<file path="src/scfw_pkg.sv">
package scfw_pkg;
	// Byte offsets of the system file
	localparam logic [7:0] OFF_LEN_HI = 8'h00;
	localparam logic [7:0] OFF_LEN_LO = 8'h01;
	localparam logic [7:0] OFF_PROTECT = 8'h02;
	localparam logic [7:0] OFF_WDOG = 8'h03;
	localparam logic [7:0] OFF_PIN_CFG = 8'h04;
	localparam logic [7:0] OFF_RSVD = 8'h05;
	localparam logic [7:0] OFF_RADIO_EN = 8'h06;
	localparam logic [7:0] OFF_MSG_CNT = 8'h07;
	localparam logic [7:0] OFF_UID = 8'h08;
	localparam logic [7:0] OFF_MEM_HI = 8'h0f;
	localparam logic [7:0] OFF_MEM_LO = 8'h10;
	localparam logic [7:0] OFF_PART = 8'h11;
	// Values after reset and fixed contents
	localparam logic [15:0] FILE_LEN = 16'h0012;
	localparam logic [7:0] RST_PROTECT = 8'h01;
	localparam logic [7:0] RST_WDOG = 8'h00;
	localparam logic [7:0] RST_PIN_CFG = 8'h11;
	localparam logic [7:0] RST_RSVD = 8'h00;
	localparam logic [7:0] RST_RADIO_EN = 8'h01;
	localparam logic [7:0] MSG_CNT = 8'h00;
	localparam logic [15:0] MEM_SIZE = 16'h00ff;
	localparam logic [7:0] PROTECT_OFF = 8'h00;
	localparam logic [7:0] PIN_ANSWER_READY = 8'h03;
	// Field layout of the watchdog byte
	localparam int WDOG_CODE_W = 3;
	// Timing
	localparam int CLK_MHZ = 200;
	localparam int WDOG_BASE_MS = 30;
	localparam int MS_CYCLES = CLK_MHZ * 1000;
	localparam int BASE_CYCLES = WDOG_BASE_MS * MS_CYCLES;
	// Byte access request
	typedef struct packed {
		logic rd;
		logic wr;
		logic [7:0] addr;
		logic [7:0] wdata;
	} scfw_req_type;
	typedef struct packed {
		logic valid;
		logic err;
		logic [7:0] rdata;
	} scfw_rsp_type;
endpackage

</file>
<file path="src/scfw_system_file.sv">
`timescale 1ns/1ps
// Function
// - Byte file, length first, fields fixed
// - Identity fields readable, never writable
// - Writes need unprotected or password received
// - Watchdog measures idle stop to start
// - Upper bits reserved; code zero disables
// - Timeout is two-power multiplier times 30ms
// - Expiry releases the wired session
// - Identifier fixed prefix plus unique bytes
// - Low nibble wired, high nibble radio
module scfw_system_file
#(
	parameter int BASE_CYCLES = scfw_pkg::BASE_CYCLES,
	parameter logic [15:0] UID_PREFIX = 16'h5a5a, // Arbitrary value
	parameter logic [39:0] UID_SERIAL = 40'h0102030405, // Per-device bytes
	parameter logic [7:0] PART_CODE = 8'ha5 // Arbitrary value
)
(
	input wire logic i_core_clk,
	input wire logic i_rst_n,
	input wire scfw_pkg::scfw_req_type i_host_req,
	output scfw_pkg::scfw_rsp_type o_host_rsp,
	input wire scfw_pkg::scfw_req_type i_radio_req,
	output scfw_pkg::scfw_rsp_type o_radio_rsp,
	input wire logic i_password_ok,
	input wire logic i_session_open,
	input wire logic i_bus_start,
	input wire logic i_bus_stop,
	output logic o_session_release,
	output logic [3:0] o_host_pin_mode,
	output logic [3:0] o_radio_pin_mode,
	output logic o_answer_ready_mode,
	output logic o_radio_enabled
);
	import scfw_pkg::*;
	logic [7:0] protect_ff, nxt_protect;
	logic [7:0] wdog_ff, nxt_wdog;
	logic [7:0] pin_cfg_ff, nxt_pin_cfg;
	logic [7:0] rsvd_ff, nxt_rsvd;
	logic [7:0] radio_en_ff, nxt_radio_en;
	logic idle_ff, nxt_idle;
	scfw_rsp_type host_rsp_ff, nxt_host_rsp;
	scfw_rsp_type radio_rsp_ff, nxt_radio_rsp;
	logic [55:0] unique_identifier;
	logic granted;
	logic writable;
	logic write_ok;
	logic wdog_write;
	logic expire;

	// Identifier: fixed prefix then unique bytes
	assign unique_identifier = {UID_PREFIX, UID_SERIAL};
	assign granted = (protect_ff == PROTECT_OFF) || i_password_ok;

	// Read multiplexer for the whole file
	function automatic logic [7:0] read_byte(input logic [7:0] a);
		logic [7:0] v;
		v = 8'h00;
		case (a)
			OFF_LEN_HI: v = FILE_LEN[15:8];
			OFF_LEN_LO: v = FILE_LEN[7:0];
			OFF_PROTECT: v = protect_ff;
			OFF_WDOG: v = wdog_ff;
			OFF_PIN_CFG: v = pin_cfg_ff;
			OFF_RSVD: v = rsvd_ff;
			OFF_RADIO_EN: v = radio_en_ff;
			OFF_MSG_CNT: v = MSG_CNT;
			OFF_MEM_HI: v = MEM_SIZE[15:8];
			OFF_MEM_LO: v = MEM_SIZE[7:0];
			OFF_PART: v = PART_CODE;
			default:
			begin
				// Identifier bytes, most significant first
				if (a >= OFF_UID && a < OFF_MEM_HI)
					v = unique_identifier[8'(8'd55 - 8'((a - OFF_UID) * 8)) -: 8];
				else
					v = 8'h00;
			end
		endcase
		return v;
	endfunction

	// Writable fields are the configuration bytes only
	assign writable = (i_host_req.addr >= OFF_PROTECT) && (i_host_req.addr <= OFF_RADIO_EN);
	assign write_ok = writable && granted;
	assign wdog_write = i_host_req.wr && write_ok && i_host_req.addr == OFF_WDOG;

	// Configuration bytes written from the wired side
	always_comb
	begin
		nxt_protect = protect_ff;
		nxt_wdog = wdog_ff;
		nxt_pin_cfg = pin_cfg_ff;
		nxt_rsvd = rsvd_ff;
		nxt_radio_en = radio_en_ff;
		if (i_host_req.wr && write_ok)
		begin
			case (i_host_req.addr)
				OFF_PROTECT: nxt_protect = i_host_req.wdata;
				OFF_WDOG: nxt_wdog = i_host_req.wdata;
				OFF_PIN_CFG: nxt_pin_cfg = i_host_req.wdata;
				OFF_RSVD: nxt_rsvd = i_host_req.wdata;
				OFF_RADIO_EN: nxt_radio_en = i_host_req.wdata;
				default: nxt_rsvd = rsvd_ff;
			endcase
		end
	end

	// Configuration registers, delivery state after reset
	always_ff @(posedge i_core_clk)
	begin
		if (!i_rst_n)
		begin
			protect_ff <= RST_PROTECT;
			wdog_ff <= RST_WDOG;
			pin_cfg_ff <= RST_PIN_CFG;
			rsvd_ff <= RST_RSVD;
			radio_en_ff <= RST_RADIO_EN;
		end
		else
		begin
			protect_ff <= nxt_protect;
			wdog_ff <= nxt_wdog;
			pin_cfg_ff <= nxt_pin_cfg;
			rsvd_ff <= nxt_rsvd;
			radio_en_ff <= nxt_radio_en;
		end
	end

	// Answers to both sides, one cycle after the request
	always_comb
	begin
		nxt_host_rsp = '0;
		nxt_radio_rsp = '0;
		if (i_host_req.wr)
		begin
			nxt_host_rsp.valid = 1'b1;
			nxt_host_rsp.err = !write_ok;
		end
		else if (i_host_req.rd)
		begin
			nxt_host_rsp.valid = 1'b1;
			nxt_host_rsp.rdata = read_byte(i_host_req.addr);
		end
		// Radio side reads only; any write refused
		if (i_radio_req.wr)
		begin
			nxt_radio_rsp.valid = 1'b1;
			nxt_radio_rsp.err = 1'b1;
		end
		else if (i_radio_req.rd)
		begin
			nxt_radio_rsp.valid = 1'b1;
			nxt_radio_rsp.rdata = read_byte(i_radio_req.addr);
		end
	end

	// Answer registers, one-cycle pulses
	always_ff @(posedge i_core_clk)
	begin
		if (!i_rst_n)
		begin
			host_rsp_ff <= '0;
			radio_rsp_ff <= '0;
		end
		else
		begin
			host_rsp_ff <= nxt_host_rsp;
			radio_rsp_ff <= nxt_radio_rsp;
		end
	end

	// Bus idle between stop and next start
	always_comb
	begin
		nxt_idle = idle_ff;
		if (i_bus_start || !i_session_open)
			nxt_idle = 1'b0;
		else if (i_bus_stop)
			nxt_idle = 1'b1;
	end

	// Bus idle flag register
	always_ff @(posedge i_core_clk)
	begin
		if (!i_rst_n)
		begin
			idle_ff <= 1'b0;
		end
		else
		begin
			idle_ff <= nxt_idle;
		end
	end

	// Idle watchdog on the low three bits only
	scfw_idle_timer #(
		.BASE_CYCLES(BASE_CYCLES)
	) u_timer (
		.i_core_clk(i_core_clk),
		.i_rst_n(i_rst_n),
		.i_code(wdog_ff[WDOG_CODE_W-1:0]),
		.i_restart(i_bus_start || wdog_write),
		.i_idle(idle_ff && i_session_open),
		.o_expire(expire)
	);

	// Watchdog expiry releases the wired session
	assign o_session_release = expire;

	// Answers straight from their registers
	assign o_host_rsp = host_rsp_ff;
	assign o_radio_rsp = radio_rsp_ff;

	// Nibble split of the output pin byte
	assign o_host_pin_mode = pin_cfg_ff[3:0];
	assign o_radio_pin_mode = pin_cfg_ff[7:4];
	assign o_answer_ready_mode = pin_cfg_ff[3:0] == PIN_ANSWER_READY[3:0];

	// Radio front end follows bit zero
	assign o_radio_enabled = radio_en_ff[0];
endmodule // scfw_system_file

</file>
<file path="src/scfw_idle_timer.sv">
`timescale 1ns/1ps
module scfw_idle_timer
#(
	parameter int BASE_CYCLES = 6000000
)
(
	input wire logic i_core_clk,
	input wire logic i_rst_n,
	input wire logic [2:0] i_code,
	input wire logic i_restart,
	input wire logic i_idle,
	output logic o_expire
);
	import scfw_pkg::*;
	logic [22:0] base_ff, nxt_base;
	logic [6:0] unit_ff, nxt_unit;
	logic [6:0] limit;
	logic nxt_expire;
	// Multiplier two to the power code minus one
	assign limit = 7'(7'h01 << (i_code - 3'h1));
	// Base tick counter and multiplier counter
	always_comb
	begin
		nxt_base = base_ff;
		nxt_unit = unit_ff;
		nxt_expire = 1'b0;
		if (i_restart || i_code == 3'h0 || !i_idle)
		begin
			nxt_base = '0;
			nxt_unit = '0;
		end
		else if (base_ff == 23'(BASE_CYCLES - 1))
		begin
			nxt_base = '0;
			if (unit_ff + 7'h01 == limit)
			begin
				nxt_expire = 1'b1;
				nxt_unit = '0;
			end
			else
				nxt_unit = unit_ff + 7'h01;
		end
		else
			nxt_base = base_ff + 23'h000001;
	end
	always_ff @(posedge i_core_clk)
	begin
		if (!i_rst_n)
		begin
			base_ff <= '0;
			unit_ff <= '0;
			o_expire <= 1'b0;
		end
		else
		begin
			base_ff <= nxt_base;
			unit_ff <= nxt_unit;
			o_expire <= nxt_expire;
		end
	end
endmodule // scfw_idle_timer

</file>
<file path="config.mk">
export PLATFORM = sky130hd
export DESIGN_NAME = scfw_system_file
export DESIGN_NICKNAME = d
export VERILOG_FILES = /design/src/scfw_pkg.sv /design/src/scfw_system_file.sv /design/src/scfw_idle_timer.sv
export SDC_FILE = /design/constraint.sdc
export NUM_CORES = 1
export LEC_CHECK = 0
export ABC_AREA = 1
export BUFFER_PORTS_ARGS = -buffer_cell sky130_fd_sc_hd__buf_2
export CAP_MARGIN = 20
export CORE_MARGIN = 1.5
export CORE_UTILIZATION = 58
export CTS_BUF_LIST = sky130_fd_sc_hd__clkbuf_8
export DETAILED_ROUTE_END_ITERATION = 6
export PLACE_DENSITY = 0.8
export SLEW_MARGIN = 25
export SYNTH_ARGS = -nofsm -noshare
export SYNTH_HDL_FRONTEND = slang
export SYNTH_HIERARCHICAL = 1
export SYNTH_SLANG_ARGS = --single-unit
export TNS_END_PERCENT = 20
</file>
<file path="constraint.sdc">
create_clock -name i_core_clk -period 4.9 [get_ports i_core_clk]
set_input_delay 0.245 -clock i_core_clk [delete_from_list [all_inputs] [get_ports i_core_clk]]
set_output_delay 0.245 -clock i_core_clk [all_outputs]
set_load 0.01 [all_outputs]
</file>
==> flow_results.org <==
** Synthesis
- Yosys mapped the design onto 45 distinct sky130hd cell types.
- In this run the cell area of the synthesized design comes to 5770 µm².
- Summed over its instances, the top area cell type makes up 31.9% of the synthesized netlist area.
- For this run, asynchronously set or reset flops after synthesis account for 0%.
- The Yosys step of the flow raised 6 warnings.
- The share of the Yosys chip area taken by registers is 31.9%.
- Of all cell types, the one taking the most synthesized area is sky130_fd_sc_hd__dfxtp_1.
- Area contributors post-synth :: sky130_fd_sc_hd__dfxtp_1 32%, sky130_fd_sc_hd__nand2_1 15%, sky130_fd_sc_hd__nor2_1 11%, sky130_fd_sc_hd__inv_1 6.4%, sky130_fd_sc_hd__nand3_1 6.1%
- In this run, synthesis produced a sequential element count of 92.
- The number of nets in the synthesized netlist is 949.
- Top-count cell post-synth :: sky130_fd_sc_hd__nand2_1
- In the synthesized netlist the dominant register cell turns out to be sky130_fd_sc_hd__dfxtp_1.
- Number of synthesized flops with an enable pin :: 0
- Syn Area/Cell :: 6.46 µm²
- The commonest cells after synthesis are 232 x sky130_fd_sc_hd__nand2_1, 167 x sky130_fd_sc_hd__nor2_1, 98 x sky130_fd_sc_hd__inv_1, 92 x sky130_fd_sc_hd__dfxtp_1, 70 x sky130_fd_sc_hd__nand3_1.
- Synthesized instance count :: 893

** Critical path
- Crit. Startpoint :: protect_ff[3]
- Worst reg2reg path endpoint :: u_timer/base_ff[17]
- FF-to-FF setup slack :: 2.23 ns
- In this run the critical register-to-register path is launched from protect_ff[3].
- Maximum fanout count along the critical path :: 23
- Crit-path most repeated cell :: sky130_fd_sc_hd__nand3_1
- Cells along the critical path :: inv_1 > nand3_1 > o21bai_1 > nand4_4 > nor2_4 > or2_2 > a31oi_1 > nand3_1 > clkinv_2 > nand2_4 > nor2_1
- Slowest stage cell on the critical path :: sky130_fd_sc_hd__o21bai_1
- Crit path capture :: u_timer/base_ff[17]
- Cell class contributing the biggest share of worst-path delay :: simple AND/OR/NAND/NOR gates
- Critical path endpoint category :: flop
- At the worst endpoint, the required time is 5.16 ns.
- In this design, the stage delay of the slowest critical-path cell is 0.36 ns.
- The critical path contains buffers and inverters numbering 2 combined.
- STA puts the critical path data arrival time at 2.93 ns.
- R2R cell count :: 11
- Counting buffers and inverters, the worst setup path is 11 cells deep.
- Worst Setup Path Type :: reg2reg
- The worst setup path is launched from a flop.

** STA
- Normalized max-slew margin :: 45.3%
- The max-slew violation count was 0.
- Total setup violations reported at the end of the flow :: 0
- Final hold violations :: 0
- Final sum of negative setup slack :: 0 ns
- The final critical path takes up 54.5% of the cycle.
- Based on the critical path, the design can be clocked at up to 374 MHz.
- Across the routed clock network, the largest skew measured is 0.0128 ns.
- At the pin with the least slew margin, the transition time is 0.819 ns.
- Fin crit period :: 2.67 ns
- RSZ-0062 raised after global routing :: false

** Finish
- Layout cells sized above 1 :: 14.4%
- The number of antenna diodes in the final layout is 0.
- The multi-input combinational cells in the finished layout cover a total of 3340 µm².
- Once layout is complete, the utilization of the core stands at 65.3%.
- In the final design database the tool counted 1002 nets.
- The sequential cells in the finished layout cover a total of 1840 µm².
- Final-layout fill cell count :: 967
- Growth of design area from synthesis to finish :: 9.97%

** Worst hold path
- The path class of the tightest hold or removal check is in2reg.

** Power
- Cell leakage power :: 2.88 nW
- Peak VDD IR :: 0.146 mV
- Total power divided by cell area :: 236 nW/µm²

** GRT
- The initial antenna violation count is 0.
- The number of global-route vias before repair came to 5048.
- Congestion Overflow GR :: 0
- Global Route Usage Sum :: 29.0%
- Entering global routing, the biggest net connects 46 pins.
- Wire length of the first global-routing pass :: 23900 µm

** Floorplanning
- After floorplanning, the core was divided into 36 placement rows.
- For this configuration, the core starts out at a cell density of 59.3%.
- Width of the die :: 103 µm
- From bottom edge to top edge, the die measures 103 µm.
- The floorplan step defined a die boundary enclosing 10600 µm².
- 73 I/O pins were placed.
- The region available for standard cell placement spans 9730 µm².

** Clock network
- CTS tree :: yes
- Number of buffers created by CTS :: 9
- Maximum buffer depth of the clock tree :: 2
- The tree built by TritonCTS fans out to 92 sinks.
- The H-tree was split into 3 levels.
- Clock root buffer master :: sky130_fd_sc_hd__clkbuf_8
- Gates resized during post-CTS repair numbered 0.
- After clock tree synthesis, the setup repair step added 0 buffers.
- Later-pin clock latency in the skew report :: 0.38 ns
- Post-CTS Hold Fix Bufs :: 0
- Clock transition at the registers of the reported paths :: 0.09 ns

** Placement
- Detail Placement HPWL :: 10900 µm
- Count of port buffers added during placement :: 64
- The congestion estimate from routability-driven global placement came to 1.01.

** Detailed routing
- Using the TritonRoute via totals, the vias-per-cell ratio works out to 5.35.
- ANT nets after route :: 0
- After detailed routing, the number of remaining DRC violations is 0.
- Routed length per placed instance :: 13.5 µm
- For this block, the routed nets add up to 14600 µm of wire.
- Routed via count :: 5804
- Count of routing violations after the opening detailed-route iteration :: 493
- For this run, the detailed router's first-pass iteration total came to 5.

** Run
- Max-cap violations in this run came to 0.

** Status
- The run finished with clean final reports.
-- registers in the layout, summed over array words and instances (netlist names) --
| signal | flops |
|---|---|
| u_timer/o_expire | 1 |
| u_timer/base_ff | 23 |
| idle_ff | 1 |
| protect_ff | 8 |
| wdog_ff | 8 |
| o_host_rsp | 10 |
| radio_en_ff | 8 |
| rsvd_ff | 8 |
| u_timer/unit_ff | 7 |
| o_radio_rsp | 10 |
| pin_cfg_ff | 8 |
-- cells by family (layout without fill, tap and decap cells) --
logic type / count (synthesis) / after routing / synth area share [%]
AOI/OAI and AO/OA: 64 / 64 / 6.50
xor gates and xnor gates: 16 / 16 / 2.43
adders and majority gates: 14 / 14 / 3.03
DFF: 92 / 92 / 31.9
buffers and inverters: 135 / 193 / 10.3
and+or+nand+nor: 572 / 572 / 45.8
-- power by group --
group	switching (mW)	total, mW	internal, mW
clock	0.293	0.641	0.348
combinational	0.0716	0.106	0.0345
sequential	0.000602	0.750	0.749
-- cell usage in the layout, fill, tap and decap left out, types with 13 or more instances in the layout --
cell type	instances
sky130_fd_sc_hd__nand4_1	45
sky130_fd_sc_hd__buf_2	64
sky130_fd_sc_hd__ha_1	14
sky130_fd_sc_hd__nand3_1	70
sky130_fd_sc_hd__nor2_1	167
sky130_fd_sc_hd__dfxtp_1	92
sky130_fd_sc_hd__nor3_1	13
sky130_fd_sc_hd__nand2_1	232
sky130_fd_sc_hd__o21ai_0	21
sky130_fd_sc_hd__a21oi_1	21
sky130_fd_sc_hd__inv_1	98
-- layer usage --
metal,vias to the layer above,GRT usage [%],wire length [µm]
met5,-,0,0
met4,0,11.0,346
met3,25,4.07,1200
met2,241,45.0,6360
met1,2573,41.2,6700
li1,2965,-,-
-- how the worst min path moves through the flow --
stage	slack (ns)	endpoint	depth (start not counted)	start
detailed placement	0.45	idle_ff	2	i_bus_start
finish	0.04	idle_ff	2	i_bus_start
global placement	0.43	u_timer/base_ff[0]	1	u_timer/base_ff[0]
CTS	0.04	idle_ff	2	i_bus_start
floorplan	0.32	idle_ff	1	i_bus_start
global route	0.05	idle_ff	2	i_bus_start
-- stage by stage --
step	hold slack [ns]	cells	power [mW]	worst slack, ns	area, µm²
after floorplan	0.323	893	0.837	2.67	5770
after global placement	0.430	1068	0.871	1.90	6100
after detailed placement	0.447	1068	0.872	1.88	6100
after CTS	0.0414	1084	1.50	2.25	6350
after global routing	0.0476	1084	1.55	1.94	6350
final	0.0430	1084	1.50	2.23	6350
-- cell type report --
class                   count  share of cell area [%]
multi-input cells         666                    52.6
clock buffers               9                    1.95
inverters                 112                    6.68
repair buffers             65                    5.16
flip-flops and latches     92                    29.0
well taps                 133                    2.62
clock inverters             7                    2.01
Power figures use the tool's default switching activity.
